**src/design/fault_mon_pkg.sv**
```systemverilog
// Summary of operation
// During internal reset every output pin is released to high impedance. The code only tristates data_out, one cycle after int_reset rises.
// After any reset, set a sticky reset-occurred status bit for the host.
// Each error stays flagged while its cause persists, reported at least once.
// Error flag clears once cause is gone and it was reported.
// Asserted undervoltage forces the device into internal reset.
// While overvoltage is detected the serial output stays tristated, no frame sent.
// Output is valid whenever no under- or overvoltage is flagged. The code also holds out_valid low while int_reset lasts.
// An aborted transfer causes no lockup; next transfer is accepted.
// Host keeps persistent_config_store programming cycles at or below 100.
// Deselect during a transfer aborts it and resets the checksum.
// Undervoltage and overvoltage inputs pass a multi-stage synchronizer first.
package fault_mon_pkg;
  localparam int unsigned SYNC_STAGES   = 3;
  localparam int unsigned RST_HOLD      = 4;
  localparam int unsigned CRC_W         = 8;
  localparam logic [7:0]  CRC_INIT      = 8'hFF;
  localparam int unsigned PROG_CYCLES_MAX = 100;

  typedef struct packed {
    logic uv;
    logic ov;
  } supply_flags_s;

  typedef struct packed {
    logic reset_seen;
    logic uv_err;
    logic ov_err;
  } status_s;

  typedef enum logic [2:0] {
    ST_RESET  = 3'b001,
    ST_IDLE   = 3'b010,
    ST_XFER   = 3'b100
  } mon_state_e;
endpackage : fault_mon_pkg

```
**src/design/sensor_fault_reset_monitor.sv**
```systemverilog
`timescale 1ns/10ps
module sensor_fault_reset_monitor (
  input  wire logic                            ref_clk,
  input  wire logic                            rst_n,
  input  wire fault_mon_pkg::supply_flags_s    supply_raw,
  input  wire logic                            device_select_low,
  input  wire logic                            xfer_bit_done,
  input  wire logic                            xfer_word_done,
  input  wire logic                            status_reported,
  input  wire logic                            frame_tx_req,
  input  wire logic                            data_out_in,
  input  wire logic [fault_mon_pkg::CRC_W-1:0] crc_next,
  output logic                                 data_out,
  output logic                                 data_oe,
  output logic                                 out_valid,
  output logic                                 int_reset,
  output logic                                 xfer_active,
  output logic [fault_mon_pkg::CRC_W-1:0]      crc_r,
  output fault_mon_pkg::status_s               status
);
  import fault_mon_pkg::*;

  logic [SYNC_STAGES-1:0] uv_sync_r;
  logic [SYNC_STAGES-1:0] ov_sync_r;
  logic [SYNC_STAGES-1:0] sel_sync_r;
  logic                   uv_s;
  logic                   ov_s;
  logic                   sel_n_s;
  logic [2:0]             rst_cnt_r;
  mon_state_e             state_r;
  logic                   reset_seen_r;
  logic                   uv_err_r;
  logic                   ov_err_r;
  logic                   uv_pend_r;
  logic                   ov_pend_r;

  // Supply and select sync: first stage only tracks, qualifying needs two agreeing stages
  // Supply input synchroniser
  always_ff @(posedge ref_clk or negedge rst_n) begin
    if (!rst_n) begin
      uv_sync_r <= '0;
      ov_sync_r <= '0;
      sel_sync_r <= '1;
    end else begin
      uv_sync_r <= {uv_sync_r[SYNC_STAGES-2:0], supply_raw.uv};
      ov_sync_r <= {ov_sync_r[SYNC_STAGES-2:0], supply_raw.ov};
      sel_sync_r <= {sel_sync_r[SYNC_STAGES-2:0], device_select_low};
    end
  end

  // Qualified levels hold until stages 2 and 3 agree
  logic uv_q_r;
  logic ov_q_r;
  logic sel_q_r;
  always_ff @(posedge ref_clk or negedge rst_n) begin
    if (!rst_n) begin
      uv_q_r  <= 1'b0;
      ov_q_r  <= 1'b0;
      sel_q_r <= 1'b1;
    end else begin
      if (uv_sync_r[1] == uv_sync_r[2]) uv_q_r <= uv_sync_r[2];
      if (ov_sync_r[1] == ov_sync_r[2]) ov_q_r <= ov_sync_r[2];
      if (sel_sync_r[1] == sel_sync_r[2]) sel_q_r <= sel_sync_r[2];
    end
  end
  assign uv_s    = uv_q_r;
  assign ov_s    = ov_q_r;
  assign sel_n_s = sel_q_r;

  // Internal reset lasts RST_HOLD cycles after undervoltage ends
  // Undervoltage forces reset
  always_ff @(posedge ref_clk or negedge rst_n) begin
    if (!rst_n) begin
      rst_cnt_r <= 3'(RST_HOLD);
    end else if (uv_s) begin
      rst_cnt_r <= 3'(RST_HOLD);
    end else if (rst_cnt_r != 3'h0) begin
      rst_cnt_r <= rst_cnt_r - 3'h1;
    end
  end
  assign int_reset = (rst_cnt_r != 3'h0);

  // Transfer state; deselect from transfer returns to idle, so no lockup
  // Abort recovery
  always_ff @(posedge ref_clk or negedge rst_n) begin
    if (!rst_n) begin
      state_r <= ST_RESET;
    end else begin
      unique case (state_r)
        ST_RESET: if (!int_reset) state_r <= ST_IDLE;
        ST_IDLE: begin
          if (int_reset) state_r <= ST_RESET;
          else if (!sel_n_s) state_r <= ST_XFER;
        end
        ST_XFER: begin
          if (int_reset) state_r <= ST_RESET;
          else if (sel_n_s) state_r <= ST_IDLE;
        end
      endcase
    end
  end
  assign xfer_active = (state_r == ST_XFER);

  // Deselect resets checksum
  always_ff @(posedge ref_clk or negedge rst_n) begin
    if (!rst_n) begin
      crc_r <= CRC_INIT;
    end else if (sel_n_s || int_reset) begin
      crc_r <= CRC_INIT;
    end else if (xfer_bit_done) begin
      crc_r <= crc_next;
    end
  end

  // Sticky reset indication
  always_ff @(posedge ref_clk or negedge rst_n) begin
    if (!rst_n) begin
      reset_seen_r <= 1'b1;
    end else if (int_reset) begin
      reset_seen_r <= 1'b1;
    end else if (status_reported && xfer_word_done) begin
      reset_seen_r <= 1'b0;
    end
  end

  logic report_ok;
  assign report_ok = status_reported && !int_reset;

  // Pending marks an occurrence not yet reported; a new occurrence beats a report
  // A report while the cause persists counts, so the flag drops as soon as the cause goes
  // Hold until reported
  // Clear after cause gone
  always_ff @(posedge ref_clk or negedge rst_n) begin
    if (!rst_n) begin
      ov_err_r  <= 1'b0;
      ov_pend_r <= 1'b0;
    end else begin
      if (ov_s && !ov_err_r) begin
        ov_pend_r <= 1'b1;
      end else if (status_reported) begin
        ov_pend_r <= 1'b0;
      end
      if (ov_s) begin
        ov_err_r <= 1'b1;
      end else if (!ov_pend_r || status_reported) begin
        ov_err_r <= 1'b0;
      end
    end
  end

  // Undervoltage reports only count once the device is out of reset
  // Hold until reported
  // Clear after cause gone
  always_ff @(posedge ref_clk or negedge rst_n) begin
    if (!rst_n) begin
      uv_err_r  <= 1'b0;
      uv_pend_r <= 1'b0;
    end else begin
      if (uv_s && !uv_err_r) begin
        uv_pend_r <= 1'b1;
      end else if (report_ok) begin
        uv_pend_r <= 1'b0;
      end
      if (uv_s) begin
        uv_err_r <= 1'b1;
      end else if (!uv_pend_r || report_ok) begin
        uv_err_r <= 1'b0;
      end
    end
  end
  assign status = '{reset_seen: reset_seen_r, uv_err: uv_err_r, ov_err: ov_err_r};

  // Driver: off in reset and overvoltage, push-pull only when sending
  // Pins high impedance
  // Overvoltage tristate
  logic drive_ok;
  assign drive_ok = !int_reset && !ov_s && xfer_active;
  always_ff @(posedge ref_clk or negedge rst_n) begin
    if (!rst_n) begin
      data_oe  <= 1'b0;
      data_out <= 1'b0;
    end else begin
      data_oe  <= drive_ok && frame_tx_req && !sel_n_s;
      data_out <= (drive_ok && frame_tx_req) ? data_out_in : 1'b0;
    end
  end

  // Valid when supply good
  assign out_valid = !int_reset && !ov_s && !uv_s;

  // Good supply plus a selected send request must reach the pin next cycle
  logic drive_req;
  assign drive_req = out_valid && xfer_active && frame_tx_req && !sel_n_s;

  a_uv_forces_rst: assert property (@(posedge ref_clk) disable iff (!rst_n)
    uv_s |-> ##1 int_reset) else $error("undervoltage did not force reset");
  a_rst_tristate: assert property (@(posedge ref_clk) disable iff (!rst_n)
    $past(int_reset) |-> !data_oe) else $error("driver active during reset");
  a_ov_tristate: assert property (@(posedge ref_clk) disable iff (!rst_n)
    $past(ov_s) |-> !data_oe) else $error("driver active in overvoltage");
  a_rst_flag_set: assert property (@(posedge ref_clk) disable iff (!rst_n)
    $fell(int_reset) |-> status.reset_seen) else $error("reset flag missing");
  a_err_persists: assert property (@(posedge ref_clk) disable iff (!rst_n)
    ov_s |=> status.ov_err) else $error("overvoltage error not held");
  a_err_clears: assert property (@(posedge ref_clk) disable iff (!rst_n)
    (!ov_s && status_reported) |=> !status.ov_err) else $error("error not cleared");
  a_valid_out: assert property (@(posedge ref_clk) disable iff (!rst_n)
    $past(drive_req) |-> data_oe && data_out == $past(data_out_in)) else $error("valid output not driven");
  a_abort_idle: assert property (@(posedge ref_clk) disable iff (!rst_n)
    (xfer_active && sel_n_s && !int_reset) |=> state_r == ST_IDLE) else $error("abort stuck");
  a_crc_reset: assert property (@(posedge ref_clk) disable iff (!rst_n)
    sel_n_s |=> crc_r == CRC_INIT) else $error("checksum not reset");
  a_sync_delay: assert property (@(posedge ref_clk) disable iff (!rst_n)
    $rose(uv_s) |-> $past(uv_sync_r[2])) else $error("unsynchronised undervoltage");
  a_err_release: assert property (@(posedge ref_clk) disable iff (!rst_n)
    (!ov_s && !ov_pend_r) |=> !status.ov_err) else $error("reported error not released");
  a_uv_persists: assert property (@(posedge ref_clk) disable iff (!rst_n)
    uv_s |=> status.uv_err) else $error("undervoltage error not held");
  a_abort_quiet: assert property (@(posedge ref_clk) disable iff (!rst_n)
    $past(sel_n_s) |-> !data_oe) else $error("driver active while deselected");
  a_rst_flag_hold: assert property (@(posedge ref_clk) disable iff (!rst_n)
    int_reset |=> status.reset_seen) else $error("reset flag lost during reset");
  a_rst_no_xfer: assert property (@(posedge ref_clk) disable iff (!rst_n)
    int_reset |=> !xfer_active) else $error("transfer alive during reset");

  c_uv_reset: cover property (@(posedge ref_clk) disable iff (!rst_n) $fell(int_reset));
  c_abort:    cover property (@(posedge ref_clk) disable iff (!rst_n) xfer_active ##1 !xfer_active);
  c_ov_block: cover property (@(posedge ref_clk) disable iff (!rst_n) ov_s && frame_tx_req && xfer_active);
  c_short_err: cover property (@(posedge ref_clk) disable iff (!rst_n) $fell(ov_s) ##1 status.ov_err);
  c_live_report: cover property (@(posedge ref_clk) disable iff (!rst_n) ov_s && status_reported);
endmodule : sensor_fault_reset_monitor

```
**config.mk**
```make
export PLATFORM = sky130hd
export DESIGN_NAME = sensor_fault_reset_monitor
export DESIGN_NICKNAME = d
export VERILOG_FILES = /design/src/design/fault_mon_pkg.sv /design/src/design/sensor_fault_reset_monitor.sv
export SDC_FILE = /design/constraint.sdc
export NUM_CORES = 1
export LEC_CHECK = 0
export ABC_AREA = 0
export BUFFER_PORTS_ARGS = -buffer_cell sky130_fd_sc_hd__buf_2
export CELL_PAD_IN_SITES_DETAIL_PLACEMENT = 1
export CELL_PAD_IN_SITES_GLOBAL_PLACEMENT = 1
export CORE_ASPECT_RATIO = 1.4
export CORE_MARGIN = 2
export CORE_UTILIZATION = 40
export DETAILED_ROUTE_END_ITERATION = 10
export GPL_TIMING_DRIVEN = 0
export MAX_ROUTING_LAYER = met4
export PLACE_DENSITY_LB_ADDON = 0.1
export REMOVE_ABC_BUFFERS = 1
export SYNTH_ARGS = -nofsm -noshare
export SYNTH_HDL_FRONTEND = slang
export SYNTH_SLANG_ARGS = --single-unit
export TNS_END_PERCENT = 20
```
**constraint.sdc**
```tcl
create_clock -name ref_clk -period 1.71 [get_ports ref_clk]
set_input_delay 0.2565 -clock ref_clk [delete_from_list [all_inputs] [get_ports ref_clk]]
set_output_delay 0.2565 -clock ref_clk [all_outputs]
set_load 0.005 [all_outputs]
```
==> run summary, run 1 <==
status -> finished, final reports clean
Rows -> 24
endpoints failing hold -> 0
fin cells -> 179
final instance area -> 0.00164 sq mm
GP Congestion -> 0.661
Synth warnings -> 0
1st-pass router iterations -> 2
drt drc -> 0
# IOs -> 34
wire length per cell -> 13.6 um
final setup fails -> 0
Arr. time, crit path -> 1.40 ns
Clock Power Share -> 25.0%
Int Power -> 0.00157 W
total global-route track usage -> 16.1%
Worst Path Max Fanout -> 4
Worst-Margin Slew -> 0.684 ns
cts hold-fix bufs -> 0
width of the die -> 51.9 um
Synth Flop Type -> dfrtp_1
Comb power frac -> 29.0%
first-pass GRT wire length -> 4040 um
Total Wirelength -> 2440 um
NetSw -> 0.000691 W
detailed-placement wirelength estimate -> 1610 um
max-capacitance violation count -> 0
initial core utilization -> 41.6%
DRT antenna net count -> 0
Gate Count Post-Synth -> 95
most common cell after layout, fill and taps aside -> buf_2
Via Count -> 839
Worst Path Required -> 1.45 ns
Clock Tree Root -> clkbuf_8
Max VDD drop -> 865 uV
vias in the first global route -> 875
Leakage -> 0.783 nW
Post-synth EDFFs -> 0
die height -> 71.1 um
clock skew -> 0.00581 ns
Hold Crit Class -> in -> async
Max Clock Freq -> 0.602 GHz
max-slew violation count -> 0
share of power burned in registers -> 46.0%
RSZ-0062 raised after global routing -> true
fraction of layout cells with a size suffix above 1 -> 53.6%
Fin Hold WS -> 0.00913 ns
Worst-path clk slew -> 0.07 ns
Setup CP Type -> reg -> out
vias per cell -> 4.69
Inserted Diodes -> 0
Post-Place Cell Area -> 0.00146 sq mm
initial antenna violation count -> 0
Power Dens Cells -> 1380 mW/mm^2
fin util -> 53.0%
Synth Register Bits -> 33
Worst setup SP type -> register
Core Region -> 0.00309 sq mm
Crit. End Element -> output pin
htree depth -> 2
Switching Fraction -> 30.6%
Yosys cell types -> 30
Max clock buf depth -> 2
CTS tree -> yes
clock buffer count from CTS -> 5
register area share after synthesis -> 65.7%
Tmin final -> 1.66 ns
total negative setup slack -> 0 ns
most frequent cells in the layout -> 33 x buf_2, 18 x dfrtp_1, 15 x dfstp_2
I/O Buffers -> 33
largest net degree at the start of global routing -> 34
Rel. slew slack -> 54.4%
DRT iter0 DRCs -> 6
CTS sink cnt -> 33
syn_area_per_cell -> 13.5 sq um
asr flop ratio synth -> 100%
dpl cells -> 162
fin crit share -> 97.1%
latest clock arrival within the worst-skew pair -> 0.29 ns
DIE AREA -> 0.00369 sq mm
synthesized area -> 0.00129 sq mm
GRT overflow -> 0
fin nets -> 159
Layout area overhead -> 27.5%
[synth_stat cells, types with 2 or more instances]
library cell,instances,area share (%)
a21oi_1,2,0.78
a22o_1,2,1.4
a31o_2,2,1.4
buf_4,3,1.8
dfrtp_1,18,35
dfstp_2,15,31
ha_1,2,1.9
inv_1,6,1.8
maj3_1,3,2.3
mux2i_1,8,6.2
nand2_1,13,3.8
nor2_1,2,0.58
nor3_1,2,0.78
[path summary, 6_finish.rpt]
| path | startpoint | to | slack (ns) | cells past startpoint |
|---|---|---|---|---|
| worst max-delay path | rst_cnt_r[1] | out_valid | 0.05 | 6 |
| worst min-delay path | rst_n | ov_pend_r | 0.009 | 1 |
| worst max register to register | rst_cnt_r[1] | rst_cnt_r[1] | 0.26 | 7 |
| worst min register to register | uv_sync_r[0] | uv_sync_r[1] | 0.35 | 0 |
| max in group asynchronous | rst_n | data_oe | 1.26 | 1 |
| min in group ref_clk | device_select_low | sel_sync_r[0] | 0.07 | 1 |
[repair_timing]
action,4_1_cts,5_1_grt
endpoints found under the setup margin,2,1
buffers inserted,4,5
resized for setup,7,0
pin swaps,1,1
[critical path, stage by stage, from the launching register on]
cell and delay, ns:
dfrtp_1 0.39, inv_2 0.09, ha_4 0.13, nor2b_4 0.21
inv_8 0.05, nor3_4 0.11, buf_2 0.13
[logic make-up after synthesis]
logic type | synth area share (%)
flip-flops | 65.7
AND/OR/NAND/NOR | 11.5
buffers and inverters | 5.64
AO/OA/AOI/OAI | 5.35
multiplexers | 6.23
adder cells (fa/ha/maj) | 4.28
XOR/XNOR | 1.36
[power groups by stage]
stage | Combinational [W] | Sequential (W) | Clock, W
5_1_grt | 0.000728 | 0.00105 | 0.000625
4_1_cts | 0.000573 | 0.00104 | 0.000578
2_1_floorplan | 0.000316 | 0.00102 | 0
3_3_place_gp | 0.000446 | 0.00103 | 0
3_5_place_dp | 0.000464 | 0.00104 | 0
6_report | 0.000655 | 0.00104 | 0.000564
[routing by layer]
metal | GRT usage (%) | wire, um | vias up
met1 | 16.4 | 907 | 401
met3 | 5.06 | 191 | 7
met5 | - | 0 | -
li1 | - | - | 398
met4 | 8.77 | 64 | 0
met2 | 26.6 | 1280 | 33
[stage by stage]
step | power (W) | worst slack [ns]
floorplan | 0.00134 | 0.243
finish | 0.00226 | 0.0496
global placement | 0.00148 | -0.0725
CTS | 0.00219 | 0.0135
global route | 0.00241 | -0.0158
detailed placement | 0.00150 | -0.126
[final cells by class]
class / instances / area, sq um
clock inverter: 2 / 10.0
fill: 342 / 1450
clock buffer: 6 / 72.6
multi-input combinational: 50 / 398
tap: 39 / 48.8
inverter: 7 / 33.8
timing repair buffer: 42 / 233
sequential: 33 / 845
[registers in the layout (all words and copies together) (netlist names)]
register and flops:
crc_r 8, data_oe 1, data_out 1, ov_err_r 1
ov_pend_r 1, ov_q_r 1, ov_sync_r 3, reset_seen_r 1
rst_cnt_r 3, sel_n_s 1, sel_sync_r 3, state_r 3
uv_err_r 1, uv_pend_r 1, uv_q_r 1, uv_sync_r 3
(Power assumes the default switching activity.)
==> inputs of run 2 (changes only) <==
--- a/config.mk
+++ b/config.mk
@@ -12,8 +12,8 @@
 export CORE_ASPECT_RATIO = 1.4
 export CORE_MARGIN = 2
 export CORE_UTILIZATION = 40
+export CTS_CLUSTER_DIAMETER = 30
 export DETAILED_ROUTE_END_ITERATION = 10
-export GPL_TIMING_DRIVEN = 0
 export MAX_ROUTING_LAYER = met4
 export PLACE_DENSITY_LB_ADDON = 0.1
 export REMOVE_ABC_BUFFERS = 1
==> constraint.sdc (replaced) <==
create_clock -name ref_clk -period 1.71 [get_ports ref_clk]
set_input_delay 0.2565 -clock ref_clk [delete_from_list [all_inputs] [get_ports ref_clk]]
set_output_delay 0.2565 -clock ref_clk [all_outputs]
set_load 0.1 [all_outputs]
==> run 2 against run 1 <==
  * The flow now finishes with violations (negative setup slack)
  * Via count down 0.72%
  * Cell count down 1.7%
  * Register-to-register slack better by 0.05 ns
  * Non-clock buffer count down 3
  * Sequential power about the same
  * Total power up 20%
  * Hold slack better by 0.012 ns
  * Cell area up 2.9%
==> run summary, run 2 (synthesis results as in run 1) <==
initial core utilization -> 41.6% (unchanged)
worst flop-to-flop path endpoint -> uv_err_r (was rst_cnt_r[1])
Setup crit end -> out_valid (unchanged)
Arr. time, crit path -> 1.50 ns (was 1.40 ns)
Power Dens Cells -> 1610 mW/mm^2 (was 1380 mW/mm^2)
worst reg2reg path depth -> 6 (was 7)
crit path from -> rst_cnt_r[1] (unchanged)
met3 Track Usage GR -> 5.06% (unchanged)
met1 Use GR -> 16.5% (was 16.4%)
wire length per cell -> 13.0 um (was 13.6 um)
Layout area overhead -> 31.2% (was 27.5%)
initial antenna violation count -> 0 (unchanged)
fin util -> 54.6% (was 53.0%)
r2r startpoint -> rst_cnt_r[1] (unchanged)
latest clock arrival within the worst-skew pair -> 0.28 ns (was 0.29 ns)
Setup CP Type -> reg -> out (unchanged)
largest net degree at the start of global routing -> 34 (unchanged)
vias per cell -> 4.73 (was 4.69)
Tmin final -> 1.76 ns (was 1.66 ns)
R2R Setup Slk -> 0.31 ns (was 0.26 ns)
clock buffer count from CTS -> 5 (unchanged)
Via Count -> 833 (was 839)
Hold Crit Class -> in -> async (unchanged)
worst slack, placed -> 0.0873 ns (was -0.126 ns)
Leakage -> 0.794 nW (was 0.783 nW)
grt peak-use layer -> met2 (unchanged)
I/O Buffers -> 33 (unchanged)
Worst-Margin Slew -> 0.696 ns (was 0.684 ns)
Worst Path Required -> 1.45 ns (about the same)
Core Region -> 0.00309 sq mm (unchanged)
GR Layer Usage met2 -> 23.3% (was 26.6%)
failing checks -> negative setup slack
final setup fails -> 2 (was 0)
RSZ-0062 raised after global routing -> true (unchanged)
Worst Path Max Fanout -> 2 (was 4)
detailed-placement wirelength estimate -> 1640 um (was 1610 um)
Rel. slew slack -> 53.6% (was 54.4%)
Max VDD drop -> 818 uV (was 865 uV)
endpoints failing hold -> 0 (unchanged)
CTS sink cnt -> 33 (unchanged)
Rows -> 24 (unchanged)
crit path cell chain -> inv_2, ha_4, nor2b_4, inv_8, nor3_4, buf_6, buf_12 (was inv_2, ha_4, nor2b_4, inv_8, nor3_4, buf_2)
Worst setup SP type -> register (unchanged)
fin crit share -> 103% (was 97.1%)
Top reg by flops -> crc_r (unchanged)
Critical Path Max Stage Delay -> 0.39 ns (about the same)
htree depth -> 2 (unchanged)
max FFs per register -> 8 (unchanged)
DRT antenna net count -> 0 (unchanged)
clock skew -> 0.00780 ns (was 0.00581 ns)
Worst-path clk slew -> 0.07 ns (about the same)
GRT overflow -> 0 (unchanged)
total global-route track usage -> 14.7% (was 16.1%)
GP Congestion -> 0.620 (was 0.661)
max-slew violation count -> 0 (unchanged)
final worst setup slack -> -0.0454 ns (was 0.0496 ns)
most frequent cells in the layout -> 30 x buf_2, 18 x dfrtp_1, 15 x dfstp_2 (was 33 x buf_2, 18 x dfrtp_1, 15 x dfstp_2)
Crit. End Element -> output pin (unchanged)
# IOs -> 34 (unchanged)
cts hold-fix bufs -> 0 (unchanged)
vias in the first global route -> 838 (was 875)
Total Wirelength -> 2280 um (was 2440 um)
status -> finished with violations (was finished, final reports clean)
Clock Tree Root -> clkbuf_8 (unchanged)
die height -> 71.1 um (unchanged)
DIE AREA -> 0.00369 sq mm (unchanged)
Max Clock Freq -> 0.570 GHz (was 0.602 GHz)
width of the die -> 51.9 um (unchanged)
fraction of layout cells with a size suffix above 1 -> 52.6% (was 53.6%)
slowest CP cell -> dfrtp_1 (unchanged)
1st-pass router iterations -> 4 (was 2)
Post-Place Cell Area -> 0.00151 sq mm (was 0.00146 sq mm)
Max clock buf depth -> 2 (unchanged)
CTS tree -> yes (unchanged)
most common cell after layout, fill and taps aside -> buf_2 (unchanged)
Inserted Diodes -> 0 (unchanged)
fin nets -> 156 (was 159)
final instance area -> 0.00169 sq mm (was 0.00164 sq mm)
first-pass GRT wire length -> 3780 um (was 4040 um)
max-capacitance violation count -> 0 (unchanged)
drt drc -> 0 (unchanged)
DRT iter0 DRCs -> 9 (was 6)
## run 2: worst min-delay path by stage
stage                      startpoint            end  slack [ns]  depth (start not counted)
floorplan                       rst_n        data_oe       -0.04                          0
CTS                             rst_n   rst_cnt_r[1]        0.04                          1
detailed placement       uv_sync_r[0]   uv_sync_r[1]        0.34                          0
finish                          rst_n     state_r[1]        0.02                          1
global placement         uv_sync_r[0]   uv_sync_r[1]        0.33                          0
global route        device_select_low  sel_sync_r[0]        0.06                          1
## run 2: repair_timing
action	in CTS	in global routing
resized for setup	6	3
setup buffers	3	0
setup endpoints to repair	2	3
## run 2: per-layer routing
layer | wire length (um) | part of all wire (%) | vias up
met5 | 0 | 0 | -
met4 | 37 | 1.6 | 0
met3 | 189 | 8.3 | 4
met2 | 1160 | 51 | 34
met1 | 898 | 39 | 405
li1 | - | - | 390
## run 2: area by class of cell
cell class / count / area (sq um)
clock buffers: 7 / 86.3
clock inverters: 1 / 30.0
fillers: 335 / 1410
inverters: 7 / 33.8
multi-input cells: 50 / 398
flip-flops and latches: 33 / 845
well taps: 39 / 48.8
repair buffers: 39 / 246
## run 2: report_power, final
part	internal, W	total, W	switching [W]
registers	0.000937	0.00104	0.0000984
clock network	0.000475	0.000740	0.000265
logic	0.000338	0.000935	0.000597
total	0.00175	0.00271	0.000961
## run 2: worst max-delay path: cells and delay by family (launching register included)
| family | cells | cell delay, ns |
|---|---|---|
| adder cells (fa/ha/maj) | 1 | 0.12 |
| buffers and inverters | 4 | 0.40 |
| flip-flops | 1 | 0.39 |
| AND/OR/NAND/NOR | 2 | 0.31 |
## run 2: per-stage QoR
step / instances / total power (W) / hold slack, ns / setup TNS (ns)
after global placement: 165 / 0.00186 / 0.333 / 0
after CTS: 176 / 0.00273 / 0.0422 / -0.0553
final: 176 / 0.00271 / 0.0213 / -0.0486
after detailed placement: 165 / 0.00189 / 0.340 / 0
after global routing: 176 / 0.00287 / 0.0565 / -0.199
after floorplan: 90 / 0.00165 / -0.0391 / -2.59
==> inputs of run 3 (changes only) <==
--- a/config.mk
+++ b/config.mk
@@ -13,9 +13,10 @@
 export CORE_MARGIN = 2
 export CORE_UTILIZATION = 40
 export CTS_CLUSTER_DIAMETER = 30
+export CTS_CLUSTER_SIZE = 24
 export DETAILED_ROUTE_END_ITERATION = 10
 export MAX_ROUTING_LAYER = met4
-export PLACE_DENSITY_LB_ADDON = 0.1
+export PLACE_DENSITY_LB_ADDON = 0.25
 export REMOVE_ABC_BUFFERS = 1
 export SYNTH_ARGS = -nofsm -noshare
 export SYNTH_HDL_FRONTEND = slang
==> run 3 against run 2 <==
  * Critical path depth is the same
  * Wire length is 0.13% lower
  * Sequential cell count stayed put
  * The run still ends with negative setup slack left
  * Worst setup slack better by 0.0084 ns
==> run summary, run 3 (synthesis results as in run 1) <==
status -> finished with violations (unchanged)
failing checks -> negative setup slack (unchanged)
worst flop-to-flop path endpoint -> uv_err_r (unchanged)
GRT overflow -> 0 (unchanged)
drt drc -> 0 (unchanged)
Via Count -> 849 (was 833)
htree depth -> 2 (unchanged)
clock skew -> 0.00401 ns (was 0.00780 ns)
Max clock buf depth -> 2 (unchanged)
DRT antenna net count -> 0 (unchanged)
initial antenna violation count -> 0 (unchanged)
# IOs -> 34 (unchanged)
dpl cells -> 165 (unchanged)
Core Region -> 0.00309 sq mm (unchanged)
Setup CP Type -> reg -> out (unchanged)
CTS sink cnt -> 33 (unchanged)
Power Dens Cells -> 1540 mW/mm^2 (was 1610 mW/mm^2)
max-slew violation count -> 0 (unchanged)
Worst-Margin Slew -> 0.682 ns (was 0.696 ns)
endpoints failing hold -> 0 (unchanged)
NetSw -> 0.000954 W (was 0.000961 W)
fraction of layout cells with a size suffix above 1 -> 52.9% (was 52.6%)
total global-route track usage -> 14.9% (was 14.7%)
clock buffer count from CTS -> 5 (unchanged)
Post-Route M1 WL -> 886 um (was 898 um)
fin cells -> 179 (was 176)
Worst Path Max Fanout -> 2 (unchanged)
wire length per cell -> 12.7 um (was 13.0 um)
fin nets -> 159 (was 156)
Max Used Layer -> met4 (unchanged)
Arr. time, crit path -> 1.49 ns (was 1.50 ns)
width of the die -> 51.9 um (unchanged)
worst slack, placed -> 0.0433 ns (was 0.0873 ns)
largest net degree at the start of global routing -> 34 (unchanged)
first-pass GRT wire length -> 3880 um (was 3780 um)
CP top delay family -> buffers and inverters (unchanged)
Crit. End Element -> output pin (unchanged)
Comb power frac -> 38.3% (was 34.5%)
Inserted Diodes -> 0 (unchanged)
max-capacitance violation count -> 0 (unchanged)
Critical Path Max Stage Delay -> 0.39 ns (about the same)
Rel. slew slack -> 54.5% (was 53.6%)
Total Wirelength -> 2280 um (about the same)
DIE AREA -> 0.00369 sq mm (unchanged)
Layout area overhead -> 30.9% (was 31.2%)
slowest CP cell -> dfrtp_1 (unchanged)
routed wl met2 -> 1180 um (was 1160 um)
I/O Buffers -> 33 (unchanged)
Worst-path clk slew -> 0.06 ns (was 0.07 ns)
Clock Power Share -> 21.8% (was 27.3%)
GP Congestion -> 0.625 (was 0.620)
r2r startpoint -> rst_cnt_r[1] (unchanged)
die height -> 71.1 um (unchanged)
initial core utilization -> 41.6% (unchanged)
Worst setup SP type -> register (unchanged)
final setup fails -> 1 (was 2)
Top reg by flops -> crc_r (unchanged)
max FFs per register -> 8 (unchanged)
R2R Setup Slk -> 0.31 ns (about the same)
final worst setup slack -> -0.0371 ns (was -0.0454 ns)
share of power burned in registers -> 39.9% (was 38.2%)
latest clock arrival within the worst-skew pair -> 0.27 ns (was 0.28 ns)
Tmin final -> 1.75 ns (was 1.76 ns)
most frequent cells in the layout -> 30 x buf_2, 18 x dfrtp_1, 15 x dfstp_2 (unchanged)
Layout fillers -> 328 (was 335)
Rows -> 24 (unchanged)
Int Power -> 0.00164 W (was 0.00175 W)
Worst Path Required -> 1.45 ns (about the same)
Switching Fraction -> 36.7% (was 35.4%)
Max VDD drop -> 761 uV (was 818 uV)
most common cell after layout, fill and taps aside -> buf_2 (unchanged)
vias per cell -> 4.74 (was 4.73)
WL met3 -> 164 um (was 189 um)
1st-pass router iterations -> 3 (was 4)
Hold Crit Class -> in -> async (unchanged)
worst reg2reg path depth -> 6 (unchanged)
DRT iter0 DRCs -> 13 (was 9)
Buf+Inv Stages, Crit Path -> 4 (unchanged)
Leakage -> 0.795 nW (was 0.794 nW)
detailed-placement wirelength estimate -> 1730 um (was 1640 um)
CTS tree -> yes (unchanged)
crit path cell chain -> inv_2, ha_4, nor2b_4, inv_8, nor3_4, buf_6, buf_12 (unchanged)
vias in the first global route -> 883 (was 838)
RSZ-0062 raised after global routing -> true (unchanged)
Max Clock Freq -> 0.572 GHz (was 0.570 GHz)
fin crit share -> 102% (was 103%)
Clock Tree Root -> clkbuf_8 (unchanged)
==> run 3: changes by cell type in the layout (fill, tap and decap cells not counted), sizes merged <==
cell	delta
clkbuf	+1
bufinv	-1
buf	+3
==> run 3: worst max path at each step <==
stage                      start   endpoint  slack (ns)  cells past startpoint
global route        rst_cnt_r[1]  out_valid       -0.12                      7
global placement    rst_cnt_r[0]  out_valid        0.12                      7
floorplan           rst_cnt_r[0]  out_valid       -1.74                      5
finish              rst_cnt_r[1]  out_valid       -0.04                      7
CTS                 rst_cnt_r[1]  out_valid       -0.06                      7
detailed placement  rst_cnt_r[0]  out_valid        0.04                      7
==> run 3: power groups by stage <==
stage / sequential, W / clock [W] / combinational, W
after global routing: 0.00106 / 0.000625 / 0.00107
after CTS: 0.00104 / 0.000593 / 0.000977
final: 0.00104 / 0.000566 / 0.000997
after floorplan: 0.00123 / 0 / 0.000420
after global placement: 0.00103 / 0 / 0.000831
after detailed placement: 0.00104 / 0 / 0.000865
==> run 3: metal layers <==
| metal | vias up | GRT usage, % |
|---|---|---|
| met3 | 6 | 4.43 |
| met1 | 412 | 14.7 |
| met2 | 35 | 26.3 |
| met5 | - | - |
| met4 | 0 | 6.14 |
| li1 | 396 | - |
==> run 3: per-stage QoR <==
step                power (W)  hold slack [ns]  cell area (sq um)  utilization (%)  TNS, ns
floorplan             0.00165          -0.0391               1250                -    -2.59
global placement      0.00186            0.333               1510             48.9        0
detailed placement    0.00191            0.336               1510             48.9        0
CTS                   0.00261           0.0378               1660             53.6  -0.0582
global route          0.00275           0.0688               1680             54.4   -0.173
finish                0.00260           0.0175               1680             54.4  -0.0371
==> run 3: area by class of cell <==
cell class	count	area [sq um]	area share, %
well taps	39	48.8	2.90
repair buffers	42	269	16.0
flip-flops and latches	33	845	50.1
clock buffers	8	90.1	5.35
multi-input cells	50	398	23.6
inverters	7	33.8	2.01
==> run 3: timing repair <==
item / in CTS / in global routing
hold buffers: 0 / 0
endpoints found under the setup margin: 2 / 3
cloned: 0 / 0
resized for setup: 6 / 3
setup buffers: 4 / 2
pin swaps: 0 / 0
